===== src/net_cfg_pkg.sv =====
package net_cfg_pkg;

    // Feature word bit positions.
    localparam int unsigned TX_CSUM_BIT = 0;
    localparam int unsigned RX_CSUM_BIT = 1;
    localparam int unsigned MTU_FEAT_BIT = 3;
    localparam int unsigned ADDR_FEAT_BIT = 5;
    localparam int unsigned RX_SEG_TCP4_BIT = 7;
    localparam int unsigned RX_SEG_TCP6_BIT = 8;
    localparam int unsigned RX_CONGESTION_BIT = 9;
    localparam int unsigned RX_UDP_OFFLOAD_BIT = 10;
    localparam int unsigned TX_SEG_TCP4_BIT = 11;
    localparam int unsigned TX_SEG_TCP6_BIT = 12;
    localparam int unsigned TX_CONGESTION_BIT = 13;
    localparam int unsigned TX_UDP_OFFLOAD_BIT = 14;
    localparam int unsigned MERGEABLE_RX_BIT = 15;
    localparam int unsigned STATUS_FEAT_BIT = 16;
    localparam int unsigned CONTROL_QUEUE_BIT = 17;
    localparam int unsigned RX_MODE_BIT = 18;
    localparam int unsigned VLAN_FILTER_BIT = 19;
    localparam int unsigned ANNOUNCE_BIT = 21;
    localparam int unsigned MULTI_QUEUE_BIT = 22;
    localparam int unsigned ADDR_SET_BIT = 23;
    localparam int unsigned COALESCE_EXT_BIT = 61;
    localparam int unsigned STANDBY_BIT = 62;

    // Link status field bits.
    localparam int unsigned LINK_UP_BIT = 0;
    localparam int unsigned ANNOUNCE_REQ_BIT = 1;

    // Packet header encodings.
    localparam logic [7:0] CSUM_NEEDED_FLAG = 8'h01;
    localparam logic [7:0] DATA_VALID_FLAG = 8'h02;
    localparam logic [7:0] COALESCE_INFO_FLAG = 8'h04;
    localparam logic [7:0] SEG_TYPE_NONE = 8'h00;
    localparam logic [7:0] SEG_TYPE_TCP4 = 8'h01;
    localparam logic [7:0] SEG_TYPE_UDP = 8'h03;
    localparam logic [7:0] SEG_TYPE_TCP6 = 8'h04;
    localparam logic [7:0] SEG_CONGESTION_FLAG = 8'h80;
    localparam logic [7:0] HDR_LEN_FULL = 8'h0C;
    localparam logic [7:0] HDR_LEN_SHORT = 8'h0A;
    localparam logic [15:0] LINK_HDR_LEN = 16'h000E;

    // Limits.
    localparam logic [15:0] PAIR_MIN = 16'h0001;
    localparam logic [16:0] PAIR_MAX = 17'h08000;
    localparam logic [15:0] MTU_MIN = 16'h0044;
    localparam logic [15:0] MTU_PREFERRED = 16'h0500;

    // APB register byte offsets.
    localparam logic [7:0] ADDR_LO_OFS = 8'h00;
    localparam logic [7:0] ADDR_HI_OFS = 8'h04;
    localparam logic [7:0] STATUS_OFS = 8'h08;
    localparam logic [7:0] PAIRS_OFS = 8'h0C;
    localparam logic [7:0] MTU_OFS = 8'h10;
    localparam logic [7:0] OFFER_LO_OFS = 8'h14;
    localparam logic [7:0] OFFER_HI_OFS = 8'h18;
    localparam logic [7:0] ACCEPT_LO_OFS = 8'h1C;
    localparam logic [7:0] ACCEPT_HI_OFS = 8'h20;
    localparam logic [7:0] CONTROL_OFS = 8'h24;
    localparam logic [7:0] ACTIVE_OFS = 8'h28;
    localparam logic [7:0] HDR_OFS = 8'h2C;
    localparam logic [7:0] RX_LEN_OFS = 8'h30;

    // Control register bits.
    localparam int unsigned CTL_LEGACY = 0;
    localparam int unsigned CTL_BIG_ENDIAN = 1;
    localparam int unsigned CTL_ACCEPT_GO = 2;

    localparam logic [63:0] FEAT_RESET = 64'h0;

endpackage : net_cfg_pkg


===== src/net_feature_config_space.sv =====
// Added by the designer: the APB interface to the registers and the placing of the registers.
`timescale 1ns/1ps
`default_nettype none

// What this block does
// - Offload and control-queue features are dropped unless their base feature is accepted.
// - Receive congestion feature needs receive TCPv4 or TCPv6 segmentation.
// - Transmit congestion and coalesce extension need transmit TCP segmentation.
// - Address always readable; status field reads zero unless status is offered.
// - Status field defines only link-up and announce-request bits, read-only.
// - Offered pair limit is clamped to 1 through 0x8000.
// - Offered MTU is held between 1280 and 65535.
// - Offered MTU below 1280 is always raised to 1280.
// - MTU is latched once and never changes afterwards.
// - Received unsegmented frames over MTU plus link header are flagged for drop.
// - Accepted standby feature is shown on the standby output.
// - Only one pair active until a pair count is commanded with multiqueue.
// - Header flag and segment type bytes decoded with their encodings.
// - Legacy mode with big-endian guest swaps status, pairs and header fields.
// - Legacy header is two bytes shorter without mergeable receive buffers.
// - In legacy mode the driver may write the station address.
// - Status, control queue and multiqueue sit at feature bits 16, 17, 22.
module net_feature_config_space #(
    parameter logic [15:0] MTU_DEFAULT = 16'h05DC,
    parameter logic [15:0] PAIR_DEFAULT = 16'h0004
) (
    input wire logic sys_clk_i,
    input wire logic rst_i,
    input wire logic clk_en_i,
    input wire logic psel_i,
    input wire logic penable_i,
    input wire logic pwrite_i,
    input wire logic [7:0] paddr_i,
    input wire logic [31:0] pwdata_i,
    input wire logic [3:0] pstrb_i,
    output logic [31:0] prdata_o,
    output logic pready_o,
    output logic pslverr_o,
    input wire logic [47:0] station_addr_i,
    input wire logic link_up_i,
    input wire logic announce_req_i,
    input wire logic [15:0] mtu_cfg_i,
    input wire logic [15:0] pair_cfg_i,
    input wire logic [15:0] rx_len_i,
    input wire logic [7:0] rx_seg_type_i,
    output logic [47:0] station_address_o,
    output logic [15:0] active_pairs_o,
    output logic mtu_negotiated_o,
    output logic rx_drop_o,
    output logic standby_o,
    output logic [7:0] hdr_len_o
);
    import net_cfg_pkg::*;

    ////////////////////////////////////////////////////////////////////////
    logic [63:0] offer_reg;
    logic [63:0] request_reg;
    logic [63:0] accept_reg;
    logic [2:0] control_reg;
    logic [47:0] station_address_reg;
    logic [15:0] mtu_reg;
    logic mtu_set_reg;
    logic [15:0] pair_limit_reg;
    logic [15:0] active_pairs_reg;
    logic [15:0] hdr_word_reg;
    logic [31:0] prdata_reg;
    logic pslverr_reg;
    logic rx_drop_reg;

    wire apb_setup = psel_i && !penable_i;
    wire apb_access = psel_i && penable_i;
    wire wr_en = apb_access && pwrite_i && clk_en_i;
    wire rd_en = apb_access && !pwrite_i && clk_en_i;
    wire legacy = control_reg[CTL_LEGACY];
    wire swap = legacy && control_reg[CTL_BIG_ENDIAN];

    ////////////////////////////////////////////////////////////////////////
    // Feature filtering is combinational so any accepted word is consistent.
    logic [63:0] req_masked;
    logic [63:0] acc_next;
    always_comb begin
        req_masked = request_reg & offer_reg;
        acc_next = req_masked;
        if (!req_masked[RX_CSUM_BIT]) begin
            acc_next[RX_SEG_TCP4_BIT] = 1'b0;
            acc_next[RX_SEG_TCP6_BIT] = 1'b0;
            acc_next[RX_UDP_OFFLOAD_BIT] = 1'b0;
        end
        if (!req_masked[TX_CSUM_BIT]) begin
            acc_next[TX_SEG_TCP4_BIT] = 1'b0;
            acc_next[TX_SEG_TCP6_BIT] = 1'b0;
            acc_next[TX_UDP_OFFLOAD_BIT] = 1'b0;
        end
        if (!req_masked[CONTROL_QUEUE_BIT]) begin
            acc_next[RX_MODE_BIT] = 1'b0;
            acc_next[VLAN_FILTER_BIT] = 1'b0;
            acc_next[ANNOUNCE_BIT] = 1'b0;
            acc_next[MULTI_QUEUE_BIT] = 1'b0;
            acc_next[ADDR_SET_BIT] = 1'b0;
        end
        if (!(acc_next[RX_SEG_TCP4_BIT] || acc_next[RX_SEG_TCP6_BIT])) begin
            acc_next[RX_CONGESTION_BIT] = 1'b0;
        end
        if (!(acc_next[TX_SEG_TCP4_BIT] || acc_next[TX_SEG_TCP6_BIT])) begin
            acc_next[TX_CONGESTION_BIT] = 1'b0;
            acc_next[COALESCE_EXT_BIT] = 1'b0;
        end
    end

    ////////////////////////////////////////////////////////////////////////
    // pair limit clamp
    wire [15:0] pair_clamped = (pair_cfg_i < PAIR_MIN) ? PAIR_MIN :
        (17'(pair_cfg_i) > PAIR_MAX) ? PAIR_MAX[15:0] : pair_cfg_i;
    wire [15:0] mtu_clamped = (mtu_cfg_i < MTU_PREFERRED) ? MTU_PREFERRED :
        mtu_cfg_i;

    function automatic logic [15:0] order16(input logic [15:0] v,
                                            input logic sw);
        order16 = sw ? {v[7:0], v[15:8]} : v;
    endfunction : order16

    wire [15:0] status_val = offer_reg[STATUS_FEAT_BIT] ?
        {14'h0000, announce_req_i, link_up_i} : 16'h0000;
    wire [15:0] pairs_val = offer_reg[MULTI_QUEUE_BIT] ? pair_limit_reg :
        16'h0000;
    wire [15:0] mtu_val = offer_reg[MTU_FEAT_BIT] ? mtu_reg : 16'h0000;

    wire [7:0] hdr_len = (legacy && !accept_reg[MERGEABLE_RX_BIT]) ?
        HDR_LEN_SHORT : HDR_LEN_FULL;

    wire [7:0] seg_base = hdr_word_reg[15:8] & ~SEG_CONGESTION_FLAG;
    wire seg_known = (seg_base == SEG_TYPE_NONE) ||
        (seg_base == SEG_TYPE_TCP4) || (seg_base == SEG_TYPE_UDP) ||
        (seg_base == SEG_TYPE_TCP6);
    wire [7:0] flags_known = hdr_word_reg[7:0] &
        (CSUM_NEEDED_FLAG | DATA_VALID_FLAG | COALESCE_INFO_FLAG);

    logic [31:0] rd_mux;
    always_comb begin
        unique case (paddr_i)
            ADDR_LO_OFS: rd_mux = station_address_reg[31:0];
            ADDR_HI_OFS: rd_mux = {16'h0000, station_address_reg[47:32]};
            STATUS_OFS: rd_mux = {16'h0000, order16(status_val, swap)};
            PAIRS_OFS: rd_mux = {16'h0000, order16(pairs_val, swap)};
            MTU_OFS: rd_mux = {16'h0000, mtu_val};
            OFFER_LO_OFS: rd_mux = offer_reg[31:0];
            OFFER_HI_OFS: rd_mux = offer_reg[63:32];
            ACCEPT_LO_OFS: rd_mux = accept_reg[31:0];
            ACCEPT_HI_OFS: rd_mux = accept_reg[63:32];
            CONTROL_OFS: rd_mux = {29'h0, control_reg};
            ACTIVE_OFS: rd_mux = {16'h0000, active_pairs_reg};
            HDR_OFS: rd_mux = {hdr_len, 6'h00, seg_known,
                hdr_word_reg[15] & seg_known, flags_known, seg_base};
            RX_LEN_OFS: rd_mux = {15'h0000, rx_drop_reg, rx_len_i};
            default: rd_mux = 32'h0000_0000;
        endcase
    end

    wire addr_ok = (paddr_i[1:0] == 2'b00) && (paddr_i <= RX_LEN_OFS);

    ////////////////////////////////////////////////////////////////////////
    // The slave answers in the first access cycle, so no wait states.
    always_ff @(posedge sys_clk_i or posedge rst_i) begin
        if (rst_i) begin
            prdata_reg <= 32'h0000_0000;
            pslverr_reg <= 1'b0;
        end else if (clk_en_i && apb_setup) begin
            prdata_reg <= pwrite_i ? 32'h0000_0000 : rd_mux;
            pslverr_reg <= !addr_ok;
        end
    end

    ////////////////////////////////////////////////////////////////////////
    // fields written only in legacy mode
    wire addr_lo_wr = wr_en && legacy && (paddr_i == ADDR_LO_OFS);
    wire addr_hi_wr = wr_en && legacy && (paddr_i == ADDR_HI_OFS);
    wire accept_go = control_reg[CTL_ACCEPT_GO];

    always_ff @(posedge sys_clk_i or posedge rst_i) begin
        if (rst_i) begin
            station_address_reg <= 48'h0000_0000_0000;
        end else if (clk_en_i) begin
            if (addr_lo_wr) begin
                station_address_reg[31:0] <= pwdata_i;
            end else if (addr_hi_wr) begin
                station_address_reg[47:32] <= pwdata_i[15:0];
            end else if (!legacy && !accept_go) begin
                station_address_reg <= station_addr_i;
            end
        end
    end

    always_ff @(posedge sys_clk_i or posedge rst_i) begin
        if (rst_i) begin
            offer_reg <= FEAT_RESET;
            request_reg <= FEAT_RESET;
            control_reg <= 3'b000;
            hdr_word_reg <= 16'h0000;
        end else if (wr_en) begin
            unique case (paddr_i)
                OFFER_LO_OFS: offer_reg[31:0] <= pwdata_i;
                OFFER_HI_OFS: offer_reg[63:32] <= pwdata_i;
                ACCEPT_LO_OFS: request_reg[31:0] <= pwdata_i;
                ACCEPT_HI_OFS: request_reg[63:32] <= pwdata_i;
                CONTROL_OFS: control_reg <= pwdata_i[2:0];
                HDR_OFS: hdr_word_reg <= order16(pwdata_i[15:0], swap);
                default: hdr_word_reg <= hdr_word_reg;
            endcase
        end
    end

    always_ff @(posedge sys_clk_i or posedge rst_i) begin
        if (rst_i) begin
            accept_reg <= FEAT_RESET;
        end else if (clk_en_i) begin
            accept_reg <= acc_next;
        end
    end

    always_ff @(posedge sys_clk_i or posedge rst_i) begin
        if (rst_i) begin
            mtu_reg <= MTU_MIN;
            mtu_set_reg <= 1'b0;
            pair_limit_reg <= PAIR_MIN;
        end else if (clk_en_i && !mtu_set_reg) begin
            mtu_reg <= mtu_clamped;
            mtu_set_reg <= 1'b1;
            pair_limit_reg <= pair_clamped;
        end
    end

    wire pair_cmd = wr_en && (paddr_i == ACTIVE_OFS) &&
        accept_reg[MULTI_QUEUE_BIT];
    wire [15:0] pair_req = pwdata_i[15:0];
    always_ff @(posedge sys_clk_i or posedge rst_i) begin
        if (rst_i) begin
            active_pairs_reg <= PAIR_MIN;
        end else if (clk_en_i) begin
            if (!accept_reg[MULTI_QUEUE_BIT]) begin
                active_pairs_reg <= PAIR_MIN;
            end else if (pair_cmd && pair_req >= PAIR_MIN &&
                         pair_req <= pair_limit_reg) begin
                active_pairs_reg <= pair_req;
            end
        end
    end

    ////////////////////////////////////////////////////////////////////////
    // oversize receive drop
    wire [16:0] rx_limit = 17'(mtu_reg) + 17'(LINK_HDR_LEN);
    wire rx_unseg = ((rx_seg_type_i & ~SEG_CONGESTION_FLAG) == SEG_TYPE_NONE);
    wire rx_over = accept_reg[MTU_FEAT_BIT] && rx_unseg &&
        (17'(rx_len_i) > rx_limit);
    always_ff @(posedge sys_clk_i or posedge rst_i) begin
        if (rst_i) begin
            rx_drop_reg <= 1'b0;
        end else if (clk_en_i) begin
            rx_drop_reg <= rx_over;
        end
    end

    logic standby_reg;
    logic [7:0] hdr_len_reg;
    always_ff @(posedge sys_clk_i or posedge rst_i) begin
        if (rst_i) begin
            standby_reg <= 1'b0;
            hdr_len_reg <= HDR_LEN_FULL;
        end else if (clk_en_i) begin
            standby_reg <= accept_reg[STANDBY_BIT];
            hdr_len_reg <= hdr_len;
        end
    end

    assign prdata_o = prdata_reg;
    assign pready_o = 1'b1;
    assign pslverr_o = pslverr_reg;
    assign station_address_o = station_address_reg;
    assign active_pairs_o = active_pairs_reg;
    assign mtu_negotiated_o = accept_reg[MTU_FEAT_BIT];
    assign rx_drop_o = rx_drop_reg;
    assign standby_o = standby_reg;
    assign hdr_len_o = hdr_len_reg;

endmodule : net_feature_config_space

`default_nettype wire


===== config.mk =====
export PLATFORM = sky130hd
export DESIGN_NAME = net_feature_config_space
export DESIGN_NICKNAME = d
export VERILOG_FILES = /design/src/net_cfg_pkg.sv /design/src/net_feature_config_space.sv
export SDC_FILE = /design/constraint.sdc
export NUM_CORES = 1
export LEC_CHECK = 0
export BUFFER_PORTS_ARGS = -buffer_cell sky130_fd_sc_hd__buf_4
export CORE_MARGIN = 5
export CORE_UTILIZATION = 57
export DETAILED_ROUTE_END_ITERATION = 10
export PLACE_DENSITY = 0.81
export SYNTH_ARGS = -nofsm -noshare
export SYNTH_HDL_FRONTEND = slang
export SYNTH_SLANG_ARGS = --single-unit

===== constraint.sdc =====
create_clock -name sys_clk_i -period 16.5 [get_ports sys_clk_i]
set_input_delay 3.3 -clock sys_clk_i [delete_from_list [all_inputs] [get_ports sys_clk_i]]
set_output_delay 3.3 -clock sys_clk_i [all_outputs]
set_load 0.1 [all_outputs]

==> results.py <==
metrics = {
    "run_status": {
        "status": "finished clean",
    },
    "clock_tree": {
        "ctsLongestPathBuffers": 3,
        "cts_root_buf": "clkbuf_16",
        "cts_setup_buffers": 0,
        "holdBufCountCts": 0,
        "ctsResizeCount": 0,
        "clk_pin_slew_worst_paths_ns": 0.06,
        "cts_num_sinks": 340,
        "numCtsBuffers": 37,
        "htreeDepth": 2,
        "clock_latency_ns": 0.53,
        "cts_tree": "yes",
    },
    "cells_and_area": {
        "drive_above_1_share_pct": 27.9,
        "post-route-cell-area_mm2": 0.0204,
        "nets": 2006,
        "fin_cells": 2236,
        "antenna_cells": 0,
        "area_delta_synth_final_pct": 19.1,
    },
    "floorplanning": {
        "ios": 265,
        "die_area_mm2": 0.0336,
        "core_area_mm2": 0.0296,
        "die_height_um": 183,
        "die_w_um": 183,
        "start_util_pct": 57.7,
        "rows": 63,
    },
    "power": {
        "internal_power_uw": 1440,
        "p_sw_share_pct": 28.3,
        "irDropWorstVdd_v": 0.0000874,
        "comb_power_share_pct": 13.7,
        "p_leak_uw": 0.00962,
        "power.density_mw_per_mm2": 98.7,
        "seqPwrFrac_pct": 44.1,
        "clkPwrFrac_pct": 42.2,
        "p_switching_uw": 570,
    },
    "sta": {
        "maxSlewViolCount": 0,
        "grt_setup_unrepaired": "no",
        "worstMarginPinSlew_ns": 1.22,
        "fin_skew_ns": 0.0126,
        "fmax_ghz": 0.163,
        "period_share_pct": 37.1,
        "period_needed_ns": 6.12,
        "tns_ns": 0,
        "slew_headroom_pct": 18.8,
        "finalSetupViolations": 0,
        "fin_ws_ns": 10.38,
        "whs_ns": 0.468,
        "final_hold_viol_count": 0,
    },
    "routing": {
        "ant_nets": 0,
        "drc": 0,
        "initialDrtViolationCount": 1868,
        "wire_per_inst_um": 25.9,
        "routed_via_density": 6.54,
        "vias": 14600,
        "dr.pass1.iters": 9,
        "routed_wl_um": 57900,
    },
    "synthesis": {
        "yosys_warnings": 0,
        "ys_seq_area_share_pct": 49.8,
        "syn_avg_cell_area_um2": 10.5,
        "synth_cell_type_count": 71,
        "async_flop_share_pct": 100,
        "ys_ff_latch": 340,
        "synth_edf_count": 0,
        "netlist_area_mm2": 0.0171,
        "ys.flop_type": "dfrtp_1",
        "synthCells": 1625,
    },
    "placed_design": {
        "dp_slack_ns": 9.93,
        "gp_congestion": 0.979,
        "dp_hpwl_um": 40200,
        "dp.cells": 2168,
        "portBuffers": 252,
        "placed_area_mm2": 0.0191,
    },
    "grt": {
        "antenna_found_initial": 1,
        "grt_pass1_vias": 15000,
        "grt_pass1_wl_um": 88400,
        "overflow": 0,
        "grt_max_degree": 119,
        "grt.total_usage_pct": 34.0,
    },
    "critical_path": {
        "path_max_fanout": 52,
        "required_ns": 16.88,
        "startpoint_type": "input port",
        "crit_path_top_delay_cell": "or4_1",
        "cp_common_cell": "buf_4",
        "critPathCaptureType": "flip-flop",
        "cp_slowest_stage_delay_ns": 0.92,
        "crit_chain": "buf_4 > or4_1 > nor2_2 > buf_4 > and3_1 > o21ai_4 > buf_4 > nand2_1 > o21ai_1",
        "crit_type": "in -> reg",
        "critPathArrivalTime_ns": 6.50,
    },
    "worst_hold_path": {
        "hold_class": "reg -> reg",
    },
    "flow_run": {
        "drv_cap": 0,
    },
}
==> critical path: cells and delay by family <==
kind	cells	cell delay [ns]
and+or+nand+nor	4	1.92
buffers and inverters	3	0.88
AOI/OAI and AO/OA	2	0.30
==> path summary, 6_finish.rpt <==
kind	from	slack [ns]	depth (start not counted)	endpoint
max in group asynchronous	rst_i	11.95	3	request_reg[16]$_DFFE_PP0P_
worst min-delay path	mtu_set_reg$_DFFE_PP0P_	0.47	1	mtu_set_reg$_DFFE_PP0P_
worst min register to register	mtu_set_reg$_DFFE_PP0P_	0.47	1	mtu_set_reg$_DFFE_PP0P_
worst max register to register	pair_limit_reg[14]$_DFFE_PP0P_	13.25	8	active_pairs_o[15]$_DFFE_PP0P_
worst max-delay path	paddr_i[2]	10.38	9	station_address_o[2]$_DFFE_PP0P_
min in group asynchronous	rst_i	2.94	2	request_reg[30]$_DFFE_PP0P_
==> cell type report <==
type / instances / area (um2)
multi-input combinational: 1070 / 7660
clock buffer: 55 / 1080
tap: 390 / 488
fill: 2221 / 9280
sequential: 340 / 8510
timing repair buffer: 281 / 2110
clock inverter: 13 / 169
inverter: 87 / 334
==> per-layer routing <==
| metal | vias up | GRT usage [%] | routed length (um) |
|---|---|---|---|
| met2 | 967 | 52.2 | 25600 |
| met5 | - | 0 | 0 |
| met4 | 0 | 18.6 | 3750 |
| met1 | 7167 | 44.8 | 22100 |
| li1 | 6279 | - | - |
| met3 | 220 | 8.37 | 6470 |
==> logic make-up after synthesis <==
family	share of synthesized area [%]
XOR/XNOR	0.666
other	0.0439
flip-flops	49.8
adder cells (fa/ha/maj)	2.47
buffers and inverters	5.86
multiplexers	13.7
AO/OA/AOI/OAI	15.8
AND/OR/NAND/NOR	11.6
==> power groups by stage <==
stage                     Sequential (uW)  Clock (uW)  Combinational [uW]
after global routing                  888         888                 293
after detailed placement              899           0                 274
after CTS                             884         855                 275
after global placement                898           0                 269
final                                 886         848                 276
after floorplan                       968           0                 105
==> cells in the final DEF, fill, tap and decap left out, types with 6 or more instances in the layout <==
cell type  count
mux2i_1       74
o221ai_1       6
nor4_1        15
a22oi_1       47
a222oi_1      17
o21ai_1       67
conb_1         7
dfrtp_1      335
ha_1          33
nor3_1        13
nand4_1       22
a32oi_1        8
nor2_1        44
o211ai_2       9
o21ai_0       87
nand2_1      138
a21o_1        20
clkbuf_1       9
mux2_2       136
o22ai_1       19
inv_1         86
a22o_1        29
a21oi_1       39
nand3_1       87
clkinv_2       6
buf_4        281
clkbuf_16     37
mux2_1         7
o211ai_1      21
xnor2_1        6
a31oi_1       14
nor2b_1        6
and3_1         7
clkbuf_8       9
nand2b_1      18
xor2_1         7
a211oi_1       6
==> Yosys cell counts (all sizes together), types with 2 or more instances <==
cell type,instances,area (um2)
a211oi,6,45.0
a21o,20,150
a21oi,40,204
a221o,5,50.1
a221oi,2,17.5
a222oi,17,170
a22o,29,254
a22oi,47,353
a31oi,14,87.6
a32oi,8,70.1
and2,7,43.8
and3,7,43.8
and4,2,17.5
buf,67,428
clkbuf,66,248
conb,2,7.51
dfrtp,335,8380
dfstp,5,131
ha,33,413
inv,87,327
mux2,143,1610
mux2i,74,741
nand2,138,518
nand2b,18,113
nand3,90,468
nand4,22,138
nor2,51,223
nor2b,6,37.5
nor3,18,115
nor4,16,100
nor4b,4,62.6
o211ai,30,270
o21ai,155,780
o221ai,6,52.6
o22ai,19,119
o32ai,2,17.5
or2,3,18.8
or4,4,30.0
or4b,3,30.0
xnor2,6,52.6
xor2,7,61.3
==> per-stage QoR <==
step | utilization [%] | total power [uW]
4_1_cts | 68.7 | 2010
6_report | 68.7 | 2010
3_5_place_dp | 64.5 | 1170
2_1_floorplan | - | 1070
5_1_grt | 68.7 | 2070
3_3_place_gp | 64.5 | 1170
(Power assumes the default switching activity.)
